[src/dac_host_regs.vh]
// Constants for the serial DAC host framing controller.
// Assumes a 50 MHz reference clock and a DAC sampling on falling shift-clock edges.
// Contract
// RULE1: A sample-and-hold channel select is one frame of exactly 10 bits.
// RULE2: A DAC load may go as three consecutive bytes inside one frame.
// RULE3: Readback data is captured as a 16-bit receive word.
// RULE4: Clock idles low, data changes on rising edge, valid at falling edge.
// RULE5: Frame sync stays low for the whole transmission.
// RULE6: Frame sync goes high and low again before every new cycle.
// RULE7: Ten-bit words sit left-justified, most significant first, in byte stream.
// RULE8: Byte-wide hosts send two or three transfers per frame by mode.
// RULE9: Device shifts out on rising edge and latches in on falling edge.
// RULE10: Words travel most significant bit first both ways.
// RULE11: A least-significant-first shifter must reverse each word first.
// RULE12: Shift clock is synchronous with data, no asynchronous framing.
// RULE13: Sync falling edge restarts the device bit counter.
// RULE14: Device data out drives from first rising edge to fourteenth falling edge.
// RULE15: At least 400 ns between successive DAC load writes.
// RULE16: First two word bits pick mode: 00 hold, 01 load, 10 acquire, 11 readback.
`ifndef DAC_HOST_REGS_VH
`define DAC_HOST_REGS_VH
`define CLK_MHZ          50
`define GAP_NS           400
`define GAP_CYC          ((`GAP_NS * `CLK_MHZ + 999) / 1000)
`define MODE_SHA         2'h0
`define MODE_DAC         2'h1
`define MODE_ACQ_RB      2'h2
`define MODE_RB          2'h3
`define LEN_SHA          5'h0A
`define LEN_DAC          5'h18
`define LEN_RB           5'h10
`define BYTES_SHA        2'h2
`define BYTES_DAC        2'h3
`define DIV_HALF         4
`endif

[src/dac_serial_host_framing.v]
// Serial master driving the DAC's shift clock, data input and frame sync.
// Assumes the DAC data output is asynchronous to ref_clk and is synchronised here.
`timescale 1ns/10ps
`default_nettype none
`include "dac_host_regs.vh"
module dac_serial_host_framing #(
   parameter DIV_HALF = `DIV_HALF,
   parameter GAP_CYC  = `GAP_CYC
)(
   input  wire        ref_clk,
   input  wire        resetn,
   input  wire        clk_en,
   input  wire        start,
   input  wire        read_frame,
   input  wire        lsb_first,
   input  wire [23:0] tx_word,
   output reg         busy,
   output reg         done,
   output reg  [15:0] rx_word,
   output reg  [4:0]  host_word_length,
   output reg         sclk,
   output reg         mosi,
   output reg         sync_n,
   input  wire        miso
);
   localparam ST_IDLE = 3'h0;
   localparam ST_LEAD = 3'h1;
   localparam ST_LOW  = 3'h2;
   localparam ST_HIGH = 3'h3;
   localparam ST_END  = 3'h4;
   localparam ST_GAP  = 3'h5;

   reg  [2:0]  state_q;
   reg  [7:0]  div_q;
   reg  [4:0]  bits_q;
   reg  [23:0] sh_q;
   reg  [15:0] rx_q;
   reg  [8:0]  gap_q;
   reg         rd_q;
   reg         miso_m_q;
   reg         miso_s_q;
   wire [23:0] rev_word;
   wire [1:0]  mode;
   wire [23:0] eff_word;
   reg  [4:0]  len;
   reg  [23:0] load_word;
   reg  [2:0]  state_d;
   wire        run;
   wire        half_end;
   wire        take_go;
   wire        rise_go;
   wire        fall_go;
   wire        last_go;
   wire        end_go;
   wire        gap_end;

   genvar gi;
   generate
      for (gi = 0; gi < 24; gi = gi + 1)
      begin : g_rev
         assign rev_word[gi] = tx_word[23 - gi]; // see RULE11
      end
   endgenerate

   assign eff_word = lsb_first ? rev_word : tx_word;
   assign mode     = eff_word[23:22]; // see RULE16

   always @*
   begin
      load_word = eff_word;
      if (read_frame)
      begin
         len = `LEN_RB; // see RULE3
      end
      else if (mode == `MODE_DAC)
      begin
         len = `LEN_DAC; // see RULE2
      end
      else
      begin
         len = `LEN_SHA; // see RULE1
      end
   end

   // Two-flop synchroniser on the DAC data output
   always @(posedge ref_clk or negedge resetn)
   begin
      if (!resetn)
      begin
         miso_m_q <= 1'b0;
         miso_s_q <= 1'b0;
      end
      else if (clk_en)
      begin
         miso_m_q <= miso;
         miso_s_q <= miso_m_q;
      end
   end

   // Frame phase decode
   assign run      = (state_q == ST_LEAD) || (state_q == ST_HIGH) || (state_q == ST_LOW);
   assign half_end = run && (div_q == DIV_HALF[7:0] - 8'h01);
   assign take_go  = (state_q == ST_IDLE) && start;
   assign rise_go  = half_end && ((state_q == ST_LEAD) ||
                     ((state_q == ST_LOW) && (bits_q != 5'h01)));
   assign fall_go  = half_end && (state_q == ST_HIGH);
   assign last_go  = half_end && (state_q == ST_LOW) && (bits_q == 5'h01);
   assign end_go   = (state_q == ST_END);
   assign gap_end  = (state_q == ST_GAP) && (gap_q <= 9'h001);

   // Next state of the frame sequencer
   always @*
   begin
      state_d = state_q;
      case (state_q)
         ST_IDLE:
         begin
            if (start)
            begin
               state_d = ST_LEAD;
            end
         end
         ST_LEAD:
         begin
            if (half_end)
            begin
               state_d = ST_HIGH;
            end
         end
         ST_HIGH:
         begin
            if (half_end)
            begin
               state_d = ST_LOW;
            end
         end
         ST_LOW:
         begin
            if (last_go)
            begin
               state_d = ST_END;
            end
            else if (half_end)
            begin
               state_d = ST_HIGH;
            end
         end
         ST_END:
         begin
            state_d = ST_GAP;
         end
         ST_GAP:
         begin
            if (gap_end)
            begin
               state_d = ST_IDLE;
            end
         end
         default:
         begin
            state_d = ST_IDLE;
         end
      endcase
   end

   // State and half-period divider
   always @(posedge ref_clk or negedge resetn)
   begin
      if (!resetn)
      begin
         state_q <= ST_IDLE;
         div_q   <= 8'h00;
      end
      else if (clk_en)
      begin
         state_q <= state_d;
         if (!run || half_end)
         begin
            div_q <= 8'h00;
         end
         else
         begin
            div_q <= div_q + 8'h01;
         end
      end
   end

   // Frame sync, busy and done
   always @(posedge ref_clk or negedge resetn)
   begin
      if (!resetn)
      begin
         sync_n <= 1'b1;
         busy   <= 1'b0;
         done   <= 1'b0;
      end
      else if (clk_en)
      begin
         done <= end_go; // see RULE6
         if (take_go)
         begin
            sync_n <= 1'b0; // see RULE5
            busy   <= 1'b1;
         end
         else if (end_go)
         begin
            sync_n <= 1'b1; // see RULE6
         end
         else if (gap_end)
         begin
            busy <= 1'b0; // see RULE15
         end
      end
   end

   // Idle spacing after each frame, also the minimum DAC load spacing
   always @(posedge ref_clk or negedge resetn)
   begin
      if (!resetn)
      begin
         gap_q <= 9'h000;
      end
      else if (clk_en)
      begin
         if (end_go)
         begin
            gap_q <= GAP_CYC[8:0]; // see RULE15
         end
         else if ((state_q == ST_GAP) && !gap_end)
         begin
            gap_q <= gap_q - 9'h001;
         end
      end
   end

   // Frame length and bit counter
   always @(posedge ref_clk or negedge resetn)
   begin
      if (!resetn)
      begin
         bits_q           <= 5'h00;
         rd_q             <= 1'b0;
         host_word_length <= 5'h00;
      end
      else if (clk_en)
      begin
         if (take_go)
         begin
            host_word_length <= len; // see RULE1
            bits_q           <= len; // see RULE8
            rd_q             <= read_frame; // see RULE3
         end
         else if (half_end && (state_q == ST_LOW))
         begin
            bits_q <= bits_q - 5'h01;
         end
      end
   end

   // Shift clock and transmit shifter
   always @(posedge ref_clk or negedge resetn)
   begin
      if (!resetn)
      begin
         sh_q <= 24'h000000;
         sclk <= 1'b0;
         mosi <= 1'b0;
      end
      else if (clk_en)
      begin
         if (take_go)
         begin
            // Word is left-justified so the first bit is bit 23
            sh_q <= load_word; // see RULE7
         end
         else if (rise_go)
         begin
            sclk <= 1'b1; // see RULE12
            mosi <= rd_q ? 1'b0 : sh_q[23]; // see RULE10
            sh_q <= {sh_q[22:0], 1'b0};
         end
         else if (fall_go || !run)
         begin
            sclk <= 1'b0; // see RULE4
         end
      end
   end

   // Receive at each fall; the device output is released at the fourteenth one
   always @(posedge ref_clk or negedge resetn)
   begin
      if (!resetn)
      begin
         rx_q    <= 16'h0000;
         rx_word <= 16'h0000;
      end
      else if (clk_en)
      begin
         if (fall_go && rd_q)
         begin
            rx_q <= {rx_q[14:0], miso_s_q}; // see RULE3
         end
         if (end_go && rd_q)
         begin
            rx_word <= rx_q; // see RULE10
         end
      end
   end
endmodule
`default_nettype wire

[config.mk]
export PLATFORM = sky130hd
export DESIGN_NAME = dac_serial_host_framing
export DESIGN_NICKNAME = d
export VERILOG_FILES = /design/src/dac_serial_host_framing.v
export VERILOG_INCLUDE_DIRS = /design/src
export SDC_FILE = /design/constraint.sdc
export NUM_CORES = 1
export LEC_CHECK = 0
export ABC_AREA = 1
export BUFFER_PORTS_ARGS = -buffer_cell sky130_fd_sc_hd__buf_2
export CAP_MARGIN = 25
export CORE_MARGIN = 3
export CORE_UTILIZATION = 35
export DETAILED_ROUTE_END_ITERATION = 16
export SYNTH_ARGS = -nofsm -noshare
export SYNTH_HDL_FRONTEND = slang
export SYNTH_SLANG_ARGS = --single-unit
[constraint.sdc]
create_clock -name ref_clk -period 1.55 [get_ports ref_clk]
set_input_delay 0.155 -clock ref_clk [delete_from_list [all_inputs] [get_ports ref_clk]]
set_output_delay 0.155 -clock ref_clk [all_outputs]
set_load 0.02 [all_outputs]
[Word-level counts from Yosys, hierarchy flattened]
Index checks and enable logic that the tools add are counted.
Word-level totals
  register bits: 94
  input bits: 31
  output and inout bits: 26
  logic and storage cells: 94
Cells by class
  $add $sub $neg: 3
  $lt $le $gt $ge: 1
  equal/unequal tests: 13
  multiplexer cells: 24
  bitwise logic cells: 1
  reduce and logical (&&, ||, !) cells: 36
Operators by type and width (count)
  24-bit two-way mux: 3
  5-bit two-way mux: 4
  9-bit two-way mux: 2
  3-bit case mux with 6 select lines: 1
  3-bit two-way mux: 5
  2-bit AND reduction: 7
  2-bit nonzero test: 6
  1-bit logical AND: 11
  9-bit by 1-bit <= comparator with 1-bit output, second input constant: 1
  3-bit AND reduction: 3
  9-bit by 1-bit subtractor with 9-bit output, second input constant: 1
  8-bit by 1-bit adder with 8-bit output, second input constant: 1
  8-bit by 2-bit equality test with 1-bit output, second input constant: 1
  1-bit two-way mux: 8
  8-bit two-way mux: 1
  2-bit != test, second input constant: 4
  3-bit by 2-bit equality test with 1-bit output, second input constant: 2
  3-bit equality test, second input constant: 2
  5-bit by 1-bit equality test with 1-bit output, second input constant: 1
  1-bit logical OR: 5
  5-bit by 1-bit != test with 1-bit output, second input constant: 1
  5-bit by 1-bit subtractor with 5-bit output, second input constant: 1
  4-bit AND reduction: 1
  3-bit by 1-bit equality test with 1-bit output, second input constant: 1
  4 further kinds: 5

[Logic depth before layout (Yosys ltp)]
  word-level depth: 8
  depth in mapped cells: 11
  gate-level depth less buffers: 11

[Least setup slack after synthesis]
OpenSTA, ideal clock, no wires.
  path kind: reg-to-reg
  start point: reg state_q[0]
  end point: reg sh_q[18]
  library setup time: 0.117 ns
  arrival: 1.425 ns
  required time: 1.433 ns
  path slack: 0.009 ns
  stages on the path, launching flop included: 9
  path buffers: 2
  period minus slack after synthesis: 1.541 ns
  path through: dfrtp_1 > nor2_2 > nand3_2 > nor2_4 > inv_2 > buf_6 > buf_4 > nand3_1 > nand2_1
On the way
  cells in the longest elaborated chain, start to end: 7
  elaborated cells on any way between the ends: 14
  those cells by class: eq/ne: 3; mux: 1; reduce/logical: 10
Ends and longest elaborated chain
  start, declared: line dac_serial_host_framing.v:33  | reg [2:0] state_q;
  start signal, assigned: line dac_serial_host_framing.v:176  | state_q <= state_d;
  3-bit by 1-bit equality test with 1-bit output / 3-bit by 2-bit equality test with 1-bit output (equally long branches): line dac_serial_host_framing.v:101, dac_serial_host_framing.v:104
  1-bit logical OR (2 in a row): line dac_serial_host_framing.v:101  | assign run = (state_q == ST_LEAD) || (state_q == ST_HIGH) || (state_q == ST_LOW);
  1-bit logical AND: line dac_serial_host_framing.v:102  | assign half_end = run && (div_q == DIV_HALF[7:0] - 8'h01);
  1-bit logical AND: line dac_serial_host_framing.v:104  | assign rise_go = half_end && ((state_q == ST_LEAD) ||
  2-bit nonzero test (no source line)
  2-bit AND reduction (no source line)
  end signal, assigned: line dac_serial_host_framing.v:274  | sh_q <= load_word;
  end signal, assigned: line dac_serial_host_framing.v:280  | sh_q <= {sh_q[22:0], 1'b0};
  end, declared: line dac_serial_host_framing.v:36  | reg [23:0] sh_q;
Parallel ways exist; a longest one is shown, timed or not.
A chain may end at the register's enable or synchronous reset.

[Final worst setup path]
  start point: reg div_q[1]
  end point: reg sh_q[17]
On the way
  cells in the longest elaborated chain, start to end: 5
Ends and longest elaborated chain
  start, declared: line dac_serial_host_framing.v:34  | reg [7:0] div_q;
  start signal, assigned: line dac_serial_host_framing.v:183  | div_q <= div_q + 8'h01;
  8-bit by 2-bit equality test with 1-bit output: line dac_serial_host_framing.v:102
  1-bit logical AND: line dac_serial_host_framing.v:102
  1-bit logical AND: line dac_serial_host_framing.v:104
  2-bit nonzero test (no source line)
  2-bit AND reduction (no source line)
Every way passes these cells.

==> key figures <==
Outcome
  • Outcome: complete, but fails checks
  • Violated checks: negative setup slack

Layout
  • Util after Layout: 46.0%
  • Fillers: approximately 1300
  • Ant diodes: 0
  • Area growth, synth to finish: 28.3%
  • Layout Nets: 759
  • Footprint of the multi-input gates: roughly 2300 um^2
  • Register area: 2310 um^2
  • Share of cells above drive strength 1: 26.8%

Clocking
  • Clock transition at path regs: about 70 ps
  • CTS buffer count: 9
  • CTS tree: yes
  • Root buf cell: clkbuf_16
  • TritonCTS Sinks: 92
  • Worst skew pair latency: 340 ps
  • Max Root-Sink Buffers: 2
  • H-Tree Depth: 3

Synth
  • Seq/Total Area, Yosys: 48.3%
  • Number of synthesized flops with an enable pin: 0
  • Synth warnings: 0
  • Syn Area/Cell: 7.55 um^2
  • Cell taking the most area after synthesis: dfrtp_1
  • Top FF cell, synth: dfrtp_1
  • Cells after synthesis: 632
  • Yosys cell types: 37
  • Synth top cells by count: 219 x nand2_1, 91 x dfrtp_1, 66 x o21ai_0
  • FF+latch count, synth: 92
  • Post-Syn Area: 4770 um^2
  • Fraction of registers with async set/reset: 100%
  • Share of the synthesized area in the top cell type: 47.7%
  • Count leader, synth: nand2_1
  • Synth area leaders: dfrtp_1 48%, nand2_1 17%, o21ai_0 6.9%

Detailed routing
  • First drt pass iteration count: 4
  • DR WL/cell: 12.3 um
  • DR iter-0 viols: 250
  • Residual DRC: 0
  • Via count: about 4200
  • Final ANT Viol Nets: 0
  • DR vias/cell: 4.69
  • DRT Wirelength: 11100 um

Die
  • Chip width: 123 um
  • DIE HEIGHT: around 120 um
  • Row Count: 42
  • DIE AREA: 15100 um^2
  • Core box area: 13300 um^2
  • Initial Utilization: a little over a third
  • I/O pins: 57

Critical path
  • Arrival time worst endpoint: 1790 ps
  • Crit path launch type: register
  • Setup crit end kind: register
  • Worst EP required: 1770 ps
  • WS Path Type: register to register
  • Slowest library cell on the worst path: dfrtp_1
  • Max stage delay on crit path: 350 ps
  • Worst Path Buf+Inv: 2
  • CP delay by family, top: simple AND/OR/NAND/NOR gates
  • Cells along the critical path: ha_2 -> inv_2 -> nor2_4 -> nand2_4 -> nor3_4 -> nand3_4 -> buf_12 -> nand3_1 -> nand2_1
  • CP Max Fanout: 15

Pwr
  • Comb pwr share: 32.0%
  • Static leakage: 3.11 nW
  • Sequential share of power: roughly two fifths
  • Switching share of power: roughly a third
  • Cell-internal power: between 0.005 and 0.006 W
  • Pwr/cell area: 1300 nW/um^2
  • VDD IR max: 0.000850 V
  • Clock network power share: 28.2%
  • NetSw: 0.00275 W

Global route
  • Pin count of the biggest net entering global routing: 33
  • First-pass GRT wire length: 18500 um
  • GRT overflow: 0
  • Total track usage: about 15%
  • Initial antenna violation count: 0
  • Vias in the first global route: 4029

Job
  • Max Cap Viol: 0

Placement
  • IO Port Bufs: 54
  • Final HPWL DP: 7910 um
  • RD Place Congestion: 0.850

Hold path
  • Hold Path Class: input pin to register

Timing
  • Layout Skew: 9.41 ps
  • Final Cycle Share: 101%
  • Setup Viol. Count Final: 11
  • Final Critical Period: 1570 ps
  • RSZ-0062 raised after global routing: yes
  • Hold WS: 24.2 ps
  • Fmax: approximately 0.64 GHz
  • Final slew viol count: 0
  • Setup WS post-layout: -17.5 ps
  • Hold Vio Cnt, Final: 0
cells by family after synthesis:
family                   synth area share, %
XOR/XNOR                               0.918
flip-flops                              48.3
AND/OR/NAND/NOR                         30.0
AO/OA/AOI/OAI                           10.9
multiplexers                           0.236
buffers and inverters                   8.26
adder cells (fa/ha/maj)                 1.31
other                                 0.0786
layout make-up:
class	count	area share, %
clock buffer	10	3.90
multi-input combinational	446	37.5
inverter	68	4.29
sequential	92	37.7
timing repair buffer	106	11.9
clock inverter	6	1.14
tap	176	3.60
path summary, 6_finish.rpt:
kind	start	to	slack, ps	cells after the start
setup reg to reg	div_q[1]$_DFFE_PN0P_	sh_q[17]$_DFFE_PN0P_	-20	9
setup / recovery	div_q[1]$_DFFE_PN0P_	sh_q[17]$_DFFE_PN0P_	-20	9
max in group asynchronous	resetn	gap_q[0]$_DFFE_PN0P_	630	3
min in group asynchronous	resetn	sh_q[23]$_DFFE_PN0P_	300	2
hold reg to reg	sync_n$_DFFE_PN1P_	sync_n$_DFFE_PN1P_	460	2
hold / removal	miso	miso_m_q$_DFFE_PN0P_	20	3
cell usage in the layout, fill, tap and decap left out, types with 5 or more instances in the layout:
cell	netlist	final
a21oi_1	6	5
buf_6	3	6
inv_2	8	10
nor3_1	8	6
dfrtp_1	91	86
nand3_2	1	14
nand2_1	219	212
o21ai_0	66	63
dfrtp_2	0	5
nand3_1	48	35
nor2_4	2	7
nor2_1	34	20
nor2_2	1	10
buf_2	3	53
buf_4	3	43
o21ai_1	22	25
inv_1	60	55
nand2_2	1	7
clkbuf_16	0	9
nand4_1	6	6
worst register-to-register path, stage by stage, from the launching register on:
cell and delay (ps):
dfrtp_1 350, ha_2 190, inv_2 60, nor2_4 110
nand2_4 80, nor3_4 160, nand3_4 180, buf_12 200
nand3_1 60, nand2_1 60
power groups by stage:
stage / registers [W] / clock network, W / logic [W]
floorplan: 0.00320 / 0 / 0.00157
global placement: 0.00315 / 0 / 0.00227
detailed placement: 0.00316 / 0 / 0.00234
CTS: 0.00313 / 0.00232 / 0.00242
global route: 0.00323 / 0.00242 / 0.00291
finish: 0.00317 / 0.00225 / 0.00255
registers in the layout (all words and copies together), names as in the netlist:
register	flops
div_q	8
mosi	1
done	1
sclk	1
rx_q	16
miso_m_q	1
state_q	3
miso_s_q	1
sync_n	1
busy	1
bits_q	5
rd_q	1
gap_q	9
sh_q	24
rx_word	16
host_word_length	3
routing by layer:
layer / up-vias / track usage [%] / part of all wire, %
li1: 2197 / - / -
met1: 1950 / 19.5 / 46
met2: 77 / 25.8 / 49
met3: 14 / 3.50 / 4.0
met4: 0 / 4.41 / 1.5
met5: - / 0 / 0
per-stage QoR:
stage / cell area [um^2] / worst slack, ps / TNS [ps] / cells / power [W]
2_1_floorplan: 4770 / 8.50 / 0 / 633 / 0.00477
3_3_place_gp: 5480 / -59.4 / -219 / 879 / 0.00542
3_5_place_dp: 5480 / -139 / -951 / 879 / 0.00550
4_1_cts: 5860 / -20.2 / -128 / 898 / 0.00787
5_1_grt: 6120 / -109 / -2780 / 904 / 0.00856
6_report: 6120 / -17.5 / -62.0 / 904 / 0.00796
what timing repair did:
item,4_1_cts,5_1_grt
buffers inserted,2,5
pin swaps,3,22
hold buffers,1,0
resized for setup,13,66
endpoints found under the hold margin,23,0
cloned,0,1
setup endpoints to repair,33,80
Power figures use the tool's default switching activity.
